### src/design/fic_pkg.sv
// constants and types shared by the flash programming controller
package fic_pkg;
   // register offsets
   localparam logic [7:0] OFS_CONTROL = 8'h00;
   localparam logic [7:0] OFS_ADDRESS = 8'h04;
   localparam logic [7:0] OFS_DATA    = 8'h08;
   localparam logic [7:0] OFS_COMMAND = 8'h0c;
   localparam logic [7:0] OFS_TRIGGER = 8'h10;
   localparam logic [7:0] OFS_DBASE   = 8'h14;
   localparam logic [7:0] OFS_TIMING  = 8'h18;
   localparam logic [7:0] OFS_STATUS  = 8'h40;
   // control bit positions
   localparam int BIT_ENABLE = 0;
   localparam int BIT_BOOT   = 1;
   localparam int BIT_APPUEN = 3;
   localparam int BIT_CONFIG_UPDATE_ENABLE = 4;
   localparam int BIT_LOADER_UPDATE_ENABLE  = 5;
   localparam int BIT_FAIL   = 6;
   // timing register positions
   localparam int BIT_FOM_LO = 4;
   localparam int BIT_FOM_HI = 6;
   // status vector page field
   localparam int VEC_LSB = 9;
   localparam int VEC_MSB = 20;
   // command codes
   localparam logic [5:0] CMD_READ    = 6'h00;
   localparam logic [5:0] CMD_UID     = 6'h04;
   localparam logic [5:0] CMD_MAKER   = 6'h0b;
   localparam logic [5:0] CMD_PROGRAM = 6'h21;
   localparam logic [5:0] CMD_ERASE   = 6'h22;
   localparam logic [5:0] CMD_REMAP   = 6'h2e;
   // address map
   localparam logic [31:0] APP_LIMIT   = 32'h0002_0000;
   localparam logic [31:0] LDR_BASE    = 32'h0010_0000;
   localparam logic [31:0] LDR_LIMIT   = 32'h0010_2000;
   localparam logic [31:0] CFG_BASE    = 32'h0030_0000;
   localparam logic [31:0] CFG_LIMIT   = 32'h0030_0008;
   localparam logic [31:0] DBASE_SMALL = 32'h0001_f000;
   localparam logic [31:0] UID_W1      = 32'h0000_0004;
   localparam logic [31:0] UID_W2      = 32'h0000_0008;
   // reset values
   localparam logic [31:0] RESET_WORD = 32'h0000_0000;
   // sequencer states, gray along idle-check-run-done
   typedef enum logic [1:0] {
      FIC_IDLE  = 2'b00,
      FIC_CHECK = 2'b01,
      FIC_RUN   = 2'b11,
      FIC_DONE  = 2'b10
   } fic_state_e;
endpackage

### src/design/fic_ctrl.sv
// flash programming controller: registers, checks and operation sequencer
//
// The plain strobed port is this design's own decision.
module fic_ctrl #(
   parameter logic [31:0] MAKER_CODE = 32'h0000_005a, // arbitrary value
   parameter logic        LARGE_PART = 1'b1
) (
   // clock and reset
   input  wire logic        clk_i,
   input  wire logic        reset_n_i,
   // register port
   input  wire logic [7:0]  reg_addr_i,
   input  wire logic [31:0] reg_wdata_i,
   input  wire logic        reg_write_i,
   input  wire logic        reg_read_i,
   output logic [31:0]      reg_rdata_o,
   // chip strap and configuration
   input  wire logic        cold_reset_i,       // reset not cpu-only nor system
   input  wire logic [1:0]  chip_boot_selection_i,
   input  wire logic [31:0] second_config_word_i,
   input  wire logic        running_from_loader_i,
   input  wire logic        protect_unlocked_i,
   // flash array
   output logic             flash_req_o,
   output logic [5:0]       flash_cmd_o,
   output logic [31:0]      flash_addr_o,
   output logic [31:0]      flash_wdata_o,
   input  wire logic        flash_done_i,
   input  wire logic [31:0] flash_rdata_i,
   input  wire logic [95:0] unique_id_i,
   // timing and map
   output logic [1:0]       freq_opt_mode_o,
   output logic [11:0]      vector_page_map_o,
   output logic             boot_area_select_o
);

   ////////////////////////////////////////////////////////////////////////////
   // state record
   typedef struct packed {
      fic_pkg::fic_state_e st;           // sequencer state
      logic        prog_enable;          // master enable
      logic        boot_area_select;     // next boot area
      logic        app_update_enable;    // app self update
      logic        config_update_enable; // config words
      logic        loader_update_enable; // loader update
      logic        prog_fail_flag;       // sticky fail
      logic [31:0] prog_target_address;  // target address
      logic [31:0] prog_data_word;       // data word
      logic [5:0]  prog_command_code;    // command
      logic        prog_trigger_bit;     // busy
      logic        freq_opt_mode_hi;     // timing mode high
      logic        freq_opt_mode_lo;     // timing mode low
      logic [11:0] vector_page_map;      // remap page
      logic [31:0] data_area_base_address; // base, read only
      logic        boot_loaded;          // strap caught
      logic        flash_req;            // array request
      logic [31:0] rdata;                // read answer
   } fic_state_s;

   fic_state_s cur;
   fic_state_s next_cur;

   ////////////////////////////////////////////////////////////////////////////
   // address classifying, used only by the operation checks
   function automatic logic in_app(input logic [31:0] a);
      in_app = a < fic_pkg::APP_LIMIT;
   endfunction

   function automatic logic in_ldr(input logic [31:0] a);
      in_ldr = (a >= fic_pkg::LDR_BASE) && (a < fic_pkg::LDR_LIMIT);
   endfunction

   function automatic logic in_cfg(input logic [31:0] a);
      in_cfg = (a >= fic_pkg::CFG_BASE) && (a < fic_pkg::CFG_LIMIT);
   endfunction

   // combinational helpers
   logic        is_write_cmd;
   logic        is_known_cmd;
   logic        op_error;
   logic        wr_ctl;
   logic        wr_sta;
   logic [31:0] a;

   always_comb begin
      a = cur.prog_target_address;
      is_write_cmd = (cur.prog_command_code == fic_pkg::CMD_PROGRAM) ||
                     (cur.prog_command_code == fic_pkg::CMD_ERASE);
      is_known_cmd = is_write_cmd ||
                     (cur.prog_command_code == fic_pkg::CMD_READ) ||
                     (cur.prog_command_code == fic_pkg::CMD_UID) ||
                     (cur.prog_command_code == fic_pkg::CMD_MAKER) ||
                     (cur.prog_command_code == fic_pkg::CMD_REMAP);
      op_error = 1'b0;
      // application area writing itself without permission
      if (is_write_cmd && in_app(a) && !running_from_loader_i && !cur.app_update_enable) begin
         op_error = 1'b1;
      end
      // loader area writing itself, or loader locked
      if (is_write_cmd && in_ldr(a) && (running_from_loader_i || !cur.loader_update_enable)) begin
         op_error = 1'b1;
      end
      // configuration words while locked
      if (is_write_cmd && in_cfg(a) && !cur.config_update_enable) begin
         op_error = 1'b1;
      end
      // illegal destination
      if ((cur.prog_command_code == fic_pkg::CMD_READ || is_write_cmd ||
           cur.prog_command_code == fic_pkg::CMD_REMAP) &&
          !(in_app(a) || in_ldr(a) || in_cfg(a))) begin
         op_error = 1'b1;
      end
      if (cur.prog_command_code == fic_pkg::CMD_UID && a > fic_pkg::UID_W2) begin
         op_error = 1'b1;
      end
      if (!is_known_cmd) begin
         op_error = 1'b1;
      end
      wr_ctl = reg_write_i && reg_addr_i == fic_pkg::OFS_CONTROL;
      wr_sta = reg_write_i && reg_addr_i == fic_pkg::OFS_STATUS;
   end

   ////////////////////////////////////////////////////////////////////////////
   // next state
   always_comb begin
      next_cur = cur;
      // catch straps once after release; async reset only loads constants
      if (!cur.boot_loaded) begin
         next_cur.boot_loaded = 1'b1;
         if (cold_reset_i) begin
            next_cur.boot_area_select = ~chip_boot_selection_i[1];
         end
         next_cur.data_area_base_address = LARGE_PART ? second_config_word_i
                                                      : fic_pkg::DBASE_SMALL;
      end
      // register writes; protected bits need the unlock
      if (wr_ctl && protect_unlocked_i) begin
         next_cur.prog_enable          = reg_wdata_i[fic_pkg::BIT_ENABLE];
         next_cur.boot_area_select     = reg_wdata_i[fic_pkg::BIT_BOOT];
         next_cur.app_update_enable    = reg_wdata_i[fic_pkg::BIT_APPUEN];
         next_cur.config_update_enable = reg_wdata_i[fic_pkg::BIT_CONFIG_UPDATE_ENABLE];
         next_cur.loader_update_enable = reg_wdata_i[fic_pkg::BIT_LOADER_UPDATE_ENABLE];
      end
      // write one clears, from either register
      if ((wr_ctl || wr_sta) && protect_unlocked_i && reg_wdata_i[fic_pkg::BIT_FAIL]) begin
         next_cur.prog_fail_flag = 1'b0;
      end
      if (reg_write_i && reg_addr_i == fic_pkg::OFS_ADDRESS) begin
         next_cur.prog_target_address = reg_wdata_i;
      end
      if (reg_write_i && reg_addr_i == fic_pkg::OFS_DATA) begin
         next_cur.prog_data_word = reg_wdata_i;
      end
      if (reg_write_i && reg_addr_i == fic_pkg::OFS_COMMAND) begin
         next_cur.prog_command_code = reg_wdata_i[5:0];
      end
      if (reg_write_i && reg_addr_i == fic_pkg::OFS_TIMING && protect_unlocked_i) begin
         next_cur.freq_opt_mode_hi = reg_wdata_i[fic_pkg::BIT_FOM_HI];
         next_cur.freq_opt_mode_lo = reg_wdata_i[fic_pkg::BIT_FOM_LO];
      end
      // sequencer
      unique case (cur.st)
         fic_pkg::FIC_IDLE: begin
            // start only when enabled; trigger bit is the busy flag
            if (reg_write_i && reg_addr_i == fic_pkg::OFS_TRIGGER && protect_unlocked_i &&
                reg_wdata_i[0] && cur.prog_enable) begin
               next_cur.prog_trigger_bit = 1'b1;
               next_cur.st = fic_pkg::FIC_CHECK;
            end
         end
         fic_pkg::FIC_CHECK: begin
            if (op_error) begin
               next_cur.prog_fail_flag = 1'b1;
               next_cur.st = fic_pkg::FIC_DONE;
            end else if (cur.prog_command_code == fic_pkg::CMD_UID) begin
               // three id words by address
               if (a == fic_pkg::UID_W1) begin
                  next_cur.prog_data_word = unique_id_i[63:32];
               end else if (a == fic_pkg::UID_W2) begin
                  next_cur.prog_data_word = unique_id_i[95:64];
               end else begin
                  next_cur.prog_data_word = unique_id_i[31:0];
               end
               next_cur.st = fic_pkg::FIC_DONE;
            end else if (cur.prog_command_code == fic_pkg::CMD_MAKER) begin
               next_cur.prog_data_word = MAKER_CODE;
               next_cur.st = fic_pkg::FIC_DONE;
            end else if (cur.prog_command_code == fic_pkg::CMD_REMAP) begin
               next_cur.vector_page_map = a[20:9];
               next_cur.st = fic_pkg::FIC_DONE;
            end else begin
               next_cur.flash_req = 1'b1;
               next_cur.st = fic_pkg::FIC_RUN;
            end
         end
         fic_pkg::FIC_RUN: begin
            // array handles read, program, erase timing
            if (flash_done_i) begin
               next_cur.flash_req = 1'b0;
               if (cur.prog_command_code == fic_pkg::CMD_READ) begin
                  next_cur.prog_data_word = flash_rdata_i;
               end
               next_cur.st = fic_pkg::FIC_DONE;
            end
         end
         fic_pkg::FIC_DONE: begin
            next_cur.prog_trigger_bit = 1'b0;
            next_cur.st = fic_pkg::FIC_IDLE;
         end
      endcase
      // read answer, one cycle later; reserved bits zero
      next_cur.rdata = fic_pkg::RESET_WORD;
      if (reg_read_i) begin
         unique case (reg_addr_i)
            fic_pkg::OFS_CONTROL: begin
               next_cur.rdata = {25'h0000000, cur.prog_fail_flag, cur.loader_update_enable,
                                 cur.config_update_enable, cur.app_update_enable, 1'b0,
                                 cur.boot_area_select, cur.prog_enable};
            end
            fic_pkg::OFS_ADDRESS: next_cur.rdata = cur.prog_target_address;
            fic_pkg::OFS_DATA:    next_cur.rdata = cur.prog_data_word;
            fic_pkg::OFS_COMMAND: next_cur.rdata = {26'h0000000, cur.prog_command_code};
            fic_pkg::OFS_TRIGGER: next_cur.rdata = {31'h00000000, cur.prog_trigger_bit};
            fic_pkg::OFS_DBASE:   next_cur.rdata = cur.data_area_base_address;
            fic_pkg::OFS_TIMING: begin
               next_cur.rdata = {25'h0000000, cur.freq_opt_mode_hi, 1'b0,
                                 cur.freq_opt_mode_lo, 4'h0};
            end
            fic_pkg::OFS_STATUS: begin
               next_cur.rdata = {11'h000, cur.vector_page_map, 2'b00, cur.prog_fail_flag,
                                 3'b000, chip_boot_selection_i,
                                 cur.prog_trigger_bit};
            end
            default: next_cur.rdata = fic_pkg::RESET_WORD; // unmapped reads zero
         endcase
      end
   end

   ////////////////////////////////////////////////////////////////////////////
   // state register, constants only under reset
   always_ff @(posedge clk_i or negedge reset_n_i) begin
      if (!reset_n_i) begin
         cur <= '0;
      end else begin
         cur <= next_cur;
      end
   end

   // outputs
   assign reg_rdata_o        = cur.rdata;
   assign flash_req_o        = cur.flash_req;
   assign flash_cmd_o        = cur.prog_command_code;
   assign flash_addr_o       = cur.prog_target_address;
   assign flash_wdata_o      = cur.prog_data_word;
   assign freq_opt_mode_o    = {cur.freq_opt_mode_hi, cur.freq_opt_mode_lo};
   assign vector_page_map_o  = cur.vector_page_map;
   assign boot_area_select_o = cur.boot_area_select;
endmodule

### config.mk
export PLATFORM = sky130hd
export DESIGN_NAME = fic_ctrl
export DESIGN_NICKNAME = d
export VERILOG_FILES = /design/src/design/fic_pkg.sv /design/src/design/fic_ctrl.sv
export SDC_FILE = /design/constraint.sdc
export NUM_CORES = 1
export LEC_CHECK = 0
export BUFFER_PORTS_ARGS = -buffer_cell sky130_fd_sc_hd__buf_2
export CAP_MARGIN = 20
export CORE_UTILIZATION = 30
export CTS_BUF_LIST = sky130_fd_sc_hd__clkbuf_4 sky130_fd_sc_hd__clkbuf_8 sky130_fd_sc_hd__clkbuf_16
export DETAILED_ROUTE_END_ITERATION = 16
export GPL_ROUTABILITY_DRIVEN = 0
export GPL_TIMING_DRIVEN = 0
export SETUP_SLACK_MARGIN = 0.2
export SLEW_MARGIN = 20
export SYNTH_ARGS = -nofsm -noshare
export SYNTH_HDL_FRONTEND = slang
export SYNTH_SLANG_ARGS = --single-unit
### constraint.sdc
create_clock -name clk_i -period 2.2 [get_ports clk_i]
set_input_delay 0.33 -clock clk_i [delete_from_list [all_inputs] [get_ports clk_i]]
set_output_delay 0.33 -clock clk_i [all_outputs]
set_load 0.01 [all_outputs]
Word level (Yosys, flattened, before mapping)
Cells that the tools add are included.
- $add $sub $neg: 0
- eq/ne operators: 24
- $lt $le $gt $ge: 6
- bitwise operators: 4
- divide/modulo/power cells: 0
- multiplexer cells: 38
- shift-type cells: 0
- reduce and logical (&&, ||, !) cells: 51
- multipliers: 0
- operators with widths (kind ; number):
    $mux W32 ; 9
    $pmux W32 S8 ; 1
    $pmux W32 S2 ; 1
    $eq A32 B3 Y1 const B ; 1
    $eq A32 B4 Y1 const B ; 1
    $ge A32 B21 Y1 const B ; 1
    $ge A32 B22 Y1 const B ; 1
    $gt A32 B4 Y1 const B ; 1
    $lt A32 B18 Y1 const B ; 1
    $lt A32 B21 Y1 const B ; 1
    $lt A32 B22 Y1 const B ; 1
    $logic_and A1 B1 Y1 ; 25
    $eq A8 B5 Y1 const B ; 3
    $mux W1 ; 21
    $eq A6 B6 Y1 const B ; 3
    $eq A8 B4 Y1 const B ; 2
    $ne A2 B2 Y1 const B ; 6
    $logic_or A1 B1 Y1 ; 10
    $eq A8 B3 Y1 const B ; 1
    $eq A8 B7 Y1 const B ; 1
    $logic_not A8 Y1 ; 1
    $pmux W2 S4 ; 1
    $eq A6 B3 Y1 const B ; 1
    $eq A6 B4 Y1 const B ; 1
    14 further kinds ; 28
- memory bits (read-only): 0
- bits in registers: 159
- memories: 0
- input port bits: 210
- memory bits (writable): 0
- bits in latches: 0
- output and inout bits: 118

Depth between registers and ports, before layout
Gate-level depths: netlist (run 1).
- depth after elaboration: 13
- mapped depth: 9

Worst setup path after synthesis (run 1)
Ideal clock, no wire load.
- path type: register to register
- start point: register cur (netlist bit flash_cmd_o[3])
- end point: register cur (netlist bit vector_page_map_o[11])
- buffers on the path: 2
- path slack: -0.060 ns
- cell stages (with the launch flop): 9
- arrival time: 2.135 ns
- required time: 2.075 ns
- cell sequence: dfrtp_1 > buf_2 > nor3_1 > a32o_1 > o21ai_0 > or4_4 > nand4_4 > buf_8 > mux2_4
- cells in the longest elaborated chain, start to end: 13
- elaborated cells between the ends (all ways): 31
- those cells by class: 5 x eq/ne; 6 x mux; 3 x bitwise; 17 x reduce/logical
- ends and longest elaborated chain (what ; RTL line ; text):
    start: declaration ; fic_ctrl.sv:60 ; fic_state_s cur;
    start signal: assignment ; fic_ctrl.sv:245 ; cur <= next_cur;
    $eq A6 B6 Y1, on equally long branches ; fic_ctrl.sv:87, fic_ctrl.sv:88 ;
    $logic_or A1 B1 Y1 ; fic_ctrl.sv:87 ; is_write_cmd = (cur.prog_command_code == fic_pkg::CMD_PROGRAM) ||
    $logic_and A1 B1 Y1 (3 in a row) ; fic_ctrl.sv:96 ; if (is_write_cmd && in_app(a) && !running_from_loader_i && !cur.app_update_enable) begin
    $mux W1 ; fic_ctrl.sv:96 ;
    $mux W1 ; fic_ctrl.sv:100 ; if (is_write_cmd && in_ldr(a) && (running_from_loader_i || !cur.loader_update_enable)) begin
    $mux W1 ; fic_ctrl.sv:104 ; if (is_write_cmd && in_cfg(a) && !cur.config_update_enable) begin
    $mux W1 ; fic_ctrl.sv:108 ; if ((cur.prog_command_code == fic_pkg::CMD_READ || is_write_cmd ||
    $mux W1 ; fic_ctrl.sv:113 ; if (cur.prog_command_code == fic_pkg::CMD_UID && a > fic_pkg::UID_W2) begin
    $mux W1 ; fic_ctrl.sv:116 ; if (!is_known_cmd) begin
    $not A1 Y1 (no line) ; n/a ;
    $reduce_and A5 Y1 (no line) * ; n/a ;
Every way passes the cells marked *; elsewhere a longest branch is shown, timed or not.
A chain may end at the register's enable or synchronous reset.

Worst setup path in the final report (run 1)
- start point: register cur (netlist bit flash_addr_o[18])
- end point: register cur (netlist bit vector_page_map_o[6])
- cells in the longest elaborated chain, start to end: 12
- elaborated cells between the ends (all ways): 28
- those cells by class: 6 x order compare; 6 x mux; 1 x bitwise; 15 x reduce/logical
- ends and longest elaborated chain (what ; RTL line ; text):
    $lt A32 B18 Y1 ; fic_ctrl.sv:66 ; in_app = a < fic_pkg::APP_LIMIT;
    $logic_and A1 B1 Y1 (3 in a row) ; fic_ctrl.sv:96 ;
    $mux W1 ; fic_ctrl.sv:96 ;
    $mux W1 ; fic_ctrl.sv:100 ;
    $mux W1 ; fic_ctrl.sv:104 ;
    $mux W1 ; fic_ctrl.sv:108 ;
    $mux W1 * ; fic_ctrl.sv:113 ;
    $mux W1 * ; fic_ctrl.sv:116 ;
    $not A1 Y1 (no line) * ; n/a ;
    $reduce_and A5 Y1 (no line) * ; n/a ;
Marked as above.

==> results.toml, run 1 <==
[worst_hold_path]
hp-start = "flash_rdata_i[1]"
hp-class = "in2reg"
hold_depth = 3
hold-path-endpoint = "flash_wdata_o[1]"

[sta]
period_needed_ns = 2.40
finalSetupViolCount = 40
finalClockSkew_ns = 0.0150
slew_headroom_pct = 44.8
fin_crit_sh_pct = 109
tns_ns = -5.32
rsz0062_at_grt = "yes"
slew_viol_final = 0
postLayoutSetupSlackWorst_ns = -0.205
worstMarginPinSlew_ns = 0.829
hold_violations = 0
whs_ns = 0.107
max_freq_mhz = 416

[global_route]
grt_max_degree = 95
globalRoute.totalOverflow = 0
grt_pass1_vias = 7833
grt_pass1_wl_mm = 50.8
antenna_found_initial = 0
grt.total_usage_pct = 24.3

[synthesis]
ys_ff_latch = 159
synth_nets = 1003
yosysUniqueCellTypes = 57
ys.warnings.count = 0
synth_ff_type = "dfrtp_1"
synth_area_um2 = 8680
ys_seq_area_share_pct = 45.8
netlist_instances = 793
synth-edff-count = 0
synth_area_per_cell_um2 = 10.9
async_reset_ff_share_pct = 100

[critical_path]
slowest_stage = "dfrtp_2"
critPathMaxFanout = 4
reg2reg_slack_ns = -0.20
criticalPathCategory = "reg2reg"
path_cells = "nor3_4, nand3_2, buf_6, a2111oi_4, or4_4, nand4_4, clkbuf_16, mux2_4"
r2r_end = "vector_page_map_o[6]"
cp-start-kind = "flop"
cpPeakStageDelay_ns = 0.45
r2r_cells = 8
critical_path_arrival_ns = 2.73
rr_startpoint = "flash_addr_o[18]"
crit_path_end_kind = "flop"
cp.required_ns = 2.52

[cells_and_area]
final_cell_mix = "buf_2, dfrtp_1, buf_4"
instances_no_fill = 1572
nNetsFinal = 1390
final_core_util_pct = 43.9
seq_area_um2 = 3990
area_growth_pct = 42.0
multiInputGateArea_um2 = 3850
layout-drive-gt1-share_pct = 59.0
final_common_cell = "buf_2"
final_area_um2 = 12300
fillers = 2787

[clocking]
numClockSinks = 159
root_buffer = "clkbuf_16"
clock_latency_ns = 0.43
clockBufferDepth = 2
clkSlewWorstSetupHoldPaths_ns = 0.07
cts_made_buffers = 17
htreeDepth = 4
tritoncts = "yes"

[die]
core-area_um2 = 28100
io_pins = 328
die_w_um = 172
chipHeight_um = 172
initial_core_util_pct = 30.9
dieArea_um2 = 29600
rows = 61

[route]
wl_per_cell_um = 23.1
drtIter0Drc = 718
drtPass1Iterations = 6
drtAntennaViolNets = 0
drcViolationCount = 0
viasPerCell = 5.12
num_vias = 8050
drt_wl_total_mm = 36.3

[pwr]
power_density_nw_per_um2 = 644
power_frac_seq_pct = 42.6
peakVddDrop_mv = 0.445
intPower_mw = 5.58
switching_share_pct = 29.8
p_comb_share_pct = 21.2
power_switching_mw = 2.37
finalPower_mw = 7.94
clkPwrFrac_pct = 36.2
total_leakage_power_nw = 6.34

[place]
place_area_um2 = 10900
place_hpwl_mm = 26.5
place_ws_ns = -1.28
io_buffers = 326
place_inst = 1498

[run]
maxCapViolations = 0

[outcome]
violations = "negative setup slack"
status = "complete, but fails checks"
[power by group through the flow]
stage                     clock (mW)  sequential [mW]  combinational (mW)
after global routing            3.08             3.41                1.82
after CTS                       2.94             3.37                1.58
after detailed placement           0             3.42                1.46
after floorplan                    0             3.34               0.854
after global placement             0             3.42                1.44
final                           2.88             3.38                1.68
[timing repair]
item / CTS / global route
hold buffers: 1 / 0
gates cloned: 2 / 3
endpoints found under the hold margin: 65 / 0
setup buffers: 21 / 14
pin swaps: 16 / 26
setup endpoints to repair: 114 / 116
resized for setup: 90 / 73
[cell usage after synthesis, types with 2 or more instances]
master    instances  area (um2)
buf_4           117         878
nor2b_1           5        31.3
dfrtp_1         159        3980
o221ai_1          4        35.0
nand4_1           5        31.3
nor4_1            7        43.8
mux2_2           78         878
a22oi_1          14         105
clkbuf_1         38         143
buf_1             4        15.0
buf_6             2        22.5
a31oi_1           4        25.0
o31ai_1           2        15.0
o21ai_0           5        25.0
nor2_1           25        93.8
nand3_1          11        55.1
a21oi_1          20         100
nand2b_1          3        18.8
o211ai_1         57         428
nor3_1           10        50.1
and2_1            7        43.8
a222oi_1         30         300
xnor2_1           2        17.5
a32oi_1           2        17.5
nand2_1          56         210
mux2i_1          36         360
nor3b_1           2        15.0
o22a_1           28         245
o22ai_1           4        25.0
and3_1            5        31.3
buf_2             7        35.0
nor4bb_1          2        20.0
mux2_4            7         105
inv_1            12        45.0
[layout make-up]
cell class / count / area share, %
clock inverter: 14 / 1.05
timing repair buffer: 368 / 17.1
clock buffer: 18 / 3.56
buffer: 169 / 10.4
tap: 378 / 3.84
antenna: 1 / 0.0203
sequential: 159 / 32.4
multi-input combinational: 453 / 31.2
inverter: 12 / 0.386
[cells by family (layout without fill, tap and decap cells)]
| logic type | count (synthesis) | count (layout) | share of synthesized area, % |
|---|---|---|---|
| DFF | 159 | 159 | 45.8 |
| other | 1 | 2 | 0.0432 |
| AOI/OAI and AO/OA | 180 | 180 | 16.3 |
| xor gates and xnor gates | 3 | 3 | 0.303 |
| and+or+nand+nor | 148 | 148 | 8.71 |
| buffers and inverters | 181 | 581 | 13.3 |
| muxes | 121 | 121 | 15.5 |
[layer usage]
| layer | vias up | GRT usage, % | share of wire, % |
|---|---|---|---|
| li1 | 3622 | - | - |
| met1 | 3994 | 32.4 | 44 |
| met2 | 382 | 39.9 | 47 |
| met3 | 52 | 4.07 | 6.3 |
| met4 | 0 | 7.58 | 2.3 |
| met5 | - | 0 | 0 |
[worst max-delay path by stage]
stage / cells past startpoint / from / end
6_report: 8 / flash_addr_o[18] / vector_page_map_o[6]
5_1_grt: 8 / flash_addr_o[23] / vector_page_map_o[7]
4_1_cts: 8 / flash_addr_o[22] / vector_page_map_o[5]
3_5_place_dp: 7 / flash_addr_o[28] / flash_wdata_o[20]
3_3_place_gp: 1 / reset_n_i / flash_wdata_o[15]
2_1_floorplan: 8 / flash_cmd_o[3] / vector_page_map_o[11]
[critical path: cells and delay by family (launching register included)]
kind	cells	cell delay, ns
AND/OR/NAND/NOR	4	0.86
flip-flops	1	0.45
multiplexers	1	0.28
AO/OA/AOI/OAI	1	0.28
buffers and inverters	2	0.41
[registers in the layout, indices dropped and copies added, names as in the netlist]
name / flops
flash_wdata_o: 32
boot_area_select_o: 1
flash_req_o: 1
freq_opt_mode_o: 2
flash_addr_o: 32
cur: 41
vector_page_map_o: 12
flash_cmd_o: 6
reg_rdata_o: 32
Note: power is estimated with default switching activity, not from simulation.
==> inputs of run 2 (changes only) <==
SLEW_MARGIN = 30   (was 20)
clock period = 3.1 ns   (was 2.2 ns; I/O delays follow)
==> run 2 against run 1 <==
The flow now finishes without violations. Hold slack worse by 0.087 ns. Routed wire length is 3.9% lower. Global-route usage is 0.93 points lower. Non-clock buffer count is 35 lower. Core utilization is 2.8 points lower. Sequential power is 29% lower. Largest cell class unchanged. Fmax is 15% lower. Final area is 6.3% lower. Combinational power is 38% lower. First-iteration DRC count is 13% higher.
==> results.toml, run 2 (synthesized netlist as in run 1, its figures left out) <==
[outcome]
status = "finished clean"

[cells_and_area]
area_growth_pct = 33.1
regMostFlops = "cur"
final_common_cell = "buf_2"
fillers = 2822
diodes = 0
layout-drive-gt1-share_pct = 51.8
final_cell_mix = "buf_2, dfrtp_1, buf_4"
instances_no_fill = 1536
final_area_um2 = 11600
nNetsFinal = 1355
final_core_util_pct = 41.1
largest_register_ffs = 41

[sta]
slew_viol_final = 0
whs_ns = 0.0195
rsz0062_at_grt = "yes"
max_freq_mhz = 354
tns_ns = 0
slew_headroom_pct = 38.4
fin_crit_sh_pct = 91.2
finalClockSkew_ns = 0.0123
finalSetupViolCount = 0
period_needed_ns = 2.83
worstMarginPinSlew_ns = 0.922
hold_violations = 0
postLayoutSetupSlackWorst_ns = 0.273

[global_route]
grt_pass1_wl_mm = 48.9
grt_max_degree = 81
grt.total_usage_pct = 23.3
antenna_found_initial = 0
grt_pass1_vias = 7539
busiest_layer = "met2"
use_met1_pct = 31.7
globalRoute.totalOverflow = 0
use_met3_pct = 3.20
grtUsageMet2_pct = 38.6

[clocking]
tritoncts = "yes"
numClockSinks = 159
htreeDepth = 4
clock_latency_ns = 0.42
root_buffer = "clkbuf_16"
cts_made_buffers = 17
hold_buffers = 0
clkSlewWorstSetupHoldPaths_ns = 0.07
clockBufferDepth = 2

[critical_path]
criticalPathCategory = "reg2reg"
slowest_stage = "dfrtp_1"
rr_startpoint = "flash_addr_o[1]"
reg2reg_slack_ns = 0.27
cp.required_ns = 3.37
critPathMaxFanout = 10
path_buf_inv = 3
critPathTopFamily = "buffers and inverters"
critical_path_arrival_ns = 3.10
path_cells = "or2_2, clkbuf_1, nand2b_1, clkbuf_2, clkbuf_1, o22a_1, o211ai_1, o211ai_1"
cp.depth = 8
r2r_end = "flash_wdata_o[11]"
crit_path_end_kind = "flop"
r2r_cells = 8
cpPeakStageDelay_ns = 0.43
cp-start-kind = "flop"

[place]
io_buffers = 326
place_ws_ns = -0.644
place_hpwl_mm = 26.2
place_area_um2 = 10900
place_inst = 1499

[route]
drtIter0Drc = 810
viasPerCell = 5.13
num_vias = 7878
drtAntennaViolNets = 0
wl_per_cell_um = 22.7
drt_wl_total_mm = 34.9
drcViolationCount = 0
drtPass1Iterations = 7

[pwr]
finalPower_mw = 5.55
peakVddDrop_mv = 0.276
total_leakage_power_nw = 5.98
power_density_nw_per_um2 = 480

[run]
maxCapViolations = 0

[die]
core-area_um2 = 28100
die_w_um = 172
dieArea_um2 = 29600
io_pins = 328
chipHeight_um = 172
rows = 61
initial_core_util_pct = 30.9

[worst_hold_path]
hp-class = "in2async"
==> run 2: how the worst max path moves through the flow <==
stage                          start               endpoint
floorplan             flash_cmd_o[3]  vector_page_map_o[11]
global placement    flash_addr_o[13]      flash_wdata_o[11]
detailed placement  flash_addr_o[13]      flash_wdata_o[11]
CTS                 flash_addr_o[23]      flash_wdata_o[11]
global route         flash_addr_o[1]      flash_wdata_o[20]
finish               flash_addr_o[1]      flash_wdata_o[11]
==> run 2: where the power goes <==
part / switching [mW] / internal, mW
registers: 0.163 / 2.24
clock network: 0.980 / 1.14
logic: 0.492 / 0.545
==> run 2: layer usage <==
| layer | routed length [um] | part of all wire [%] |
|---|---|---|
| met5 | 0 | 0 |
| met4 | 604 | 1.7 |
| met3 | 2000 | 5.7 |
| met2 | 16900 | 48 |
| met1 | 15400 | 44 |
==> run 2: worst reg2reg max path, stage by stage (launching register included) <==
cell      delay [ns]
dfrtp_1         0.43
or2_2           0.31
clkbuf_1        0.24
nand2b_1        0.21
clkbuf_2        0.35
clkbuf_1        0.44
o22a_1          0.31
o211ai_1        0.22
o211ai_1        0.16
==> run 2: area by class of cell <==
type | instances | area, um2 | area share (%)
plain buffers | 169 | 1130 | 9.75
clock buffers | 17 | 425 | 3.68
clock inverters | 15 | 150 | 1.30
inverters | 12 | 45.0 | 0.390
multi-input cells | 453 | 3610 | 31.2
flip-flops and latches | 159 | 3980 | 34.4
well taps | 378 | 473 | 4.09
repair buffers | 333 | 1750 | 15.1
==> run 2: repair_timing <==
action,4_1_cts,5_1_grt
gates resized for setup,12,8
pin swaps,4,1
setup buffers,5,0
endpoints found under the setup margin,32,30
==> inputs of run 3 (changes only) <==
CELL_PAD_IN_SITES_DETAIL_PLACEMENT = 1   (was unset)
CELL_PAD_IN_SITES_GLOBAL_PLACEMENT = 1   (was unset)
PLACE_DENSITY_LB_ADDON = 0.1   (was unset)
clock period = 2.9 ns   (was 3.1 ns; I/O delays follow)
==> run 3 against run 2 <==
Combinational power rose by 8%. First-iteration DRC count shrank 46%. Flip-flop and latch count stayed put. Clock skew is 0.0039 ns higher.
==> results.toml, run 3 (synthesized netlist as in run 1, its figures left out) <==
[outcome]
status = "finished clean"

[route]
drtAntennaViolNets = 0
drtIter0Drc = 438
num_vias = 7819
drtPass1Iterations = 6
wl_per_cell_um = 23.5
viasPerCell = 5.08
drt_wl_total_mm = 36.2
drcViolationCount = 0

[sta]
tns_ns = 0
max_freq_mhz = 385
slew_headroom_pct = 40.9
slew_viol_final = 0
worstMarginPinSlew_ns = 0.886
period_needed_ns = 2.60
finalClockSkew_ns = 0.0163
rsz0062_at_grt = "yes"
hold_violations = 0
postLayoutSetupSlackWorst_ns = 0.302
finalSetupViolCount = 0
fin_crit_sh_pct = 89.6

[cells_and_area]
fillers = 3240
final_common_cell = "buf_2"
layout-drive-gt1-share_pct = 52.4
largest_register_ffs = 41
regMostFlops = "cur"
nNetsFinal = 1355
multiInputGateArea_um2 = 3630
area_growth_pct = 34.1
seq_area_um2 = 3980
final_cell_mix = "buf_2, dfrtp_1, buf_4"

[critical_path]
slowest_stage = "clkdlybuf4s15_1"
critPathMaxFanout = 10
criticalPathCategory = "in2reg"
critical_path_arrival_ns = 2.94
path_buf_inv = 3
crit_path_end_kind = "flop"
cp-start-kind = "input pin"
path_cells = "buf_2, nor4_1, and2_1, clkbuf_1, clkdlybuf4s15_1, a22oi_1, a31oi_1"
critPathTopFamily = "buffers and inverters"
cp.required_ns = 3.24
cpPeakStageDelay_ns = 0.72

[clocking]
clockBufferDepth = 2
cts_made_buffers = 17
numClockSinks = 159
clock_latency_ns = 0.43
root_buffer = "clkbuf_16"
htreeDepth = 4
clkSlewWorstSetupHoldPaths_ns = 0.07
tritoncts = "yes"

[worst_hold_path]
hp-class = "in2reg"

[pwr]
peakVddDrop_mv = 0.322
power_density_nw_per_um2 = 522
finalPower_mw = 6.08
total_leakage_power_nw = 6.03

[global_route]
grt_max_degree = 69
grt_pass1_vias = 8118
antenna_found_initial = 9
grtUsageMet2_pct = 40.7
grt.total_usage_pct = 24.6
busiest_layer = "met2"
globalRoute.totalOverflow = 0
use_met3_pct = 5.01
grt_pass1_wl_mm = 52.2
use_met1_pct = 32.9

[die]
initial_core_util_pct = 30.9
core-area_um2 = 28100
dieArea_um2 = 29600
rows = 61
die_w_um = 172
chipHeight_um = 172
io_pins = 328

[place]
io_buffers = 326
place_hpwl_mm = 27.6
place_ws_ns = -0.843

[run]
maxCapViolations = 0
-- run 3: metrics by stage --
stage | instance area [um2] | util [%] | hold slack, ns | std cells
2_1_floorplan | 8680 | - | 0.139 | 793
3_3_place_gp | 10800 | 38.4 | 0.464 | 1497
3_5_place_dp | 10900 | 38.6 | 0.344 | 1499
4_1_cts | 11600 | 41.3 | 0.204 | 1537
5_1_grt | 11600 | 41.4 | 0.219 | 1538
6_report | 11600 | 41.4 | 0.222 | 1540
-- run 3: tightest hold or removal path, delay by kind of cell --
family,cells,cell delay (ns)
AOI/OAI and AO/OA,1,0.06
buffers and inverters,1,0.08
and+or+nand+nor,1,0.04
-- run 3: cell type report --
cell class / instances / share of cell area [%]
Sequential cell: 159 / 34.2
Inverter: 12 / 0.387
Buffer: 168 / 9.75
Antenna cell: 4 / 0.0860
Timing Repair Buffer: 334 / 15.1
Tap cell: 378 / 4.06
Multi-Input combinational cell: 453 / 31.2
Clock buffer: 18 / 3.77
Clock inverter: 14 / 1.44
-- run 3: path summary, 6_finish.rpt --
check	depth (start not counted)	slack, ns	start	end
min in group asynchronous	2	0.48	reset_n_i	reg_rdata_o[10]
hold reg to reg	2	0.48	flash_req_o	flash_req_o
max in group asynchronous	4	1.43	reset_n_i	flash_addr_o[24]
setup reg to reg	9	0.35	flash_addr_o[13]	vector_page_map_o[7]
hold / removal	3	0.22	flash_rdata_i[3]	flash_wdata_o[3]
setup / recovery	7	0.30	reg_addr_i[4]	reg_rdata_o[4]
-- run 3: layer usage --
metal / wire length, um / up-vias
met2: 17500 / 270
met3: 1950 / 35
li1: - / 3551
met4: 466 / 12
met5: 68 / -
met1: 16300 / 3951
-- run 3: where the power goes --
part           leakage, nW  switching [mW]  internal [mW]  total (mW)
sequential            2.11           0.177           2.39        2.57
combinational         3.62           0.535          0.586        1.12
clock                0.298            1.06           1.33        2.39
total                 6.03            1.77           4.30        6.08
-- run 3: timing repair --
action,CTS,global route
setup endpoints to repair,44,46
pin swaps,2,0
buffers inserted,5,0
gates cloned,0,0
gates resized for setup,19,15
hold buffers,1,0
hold endpoints to repair,39,0
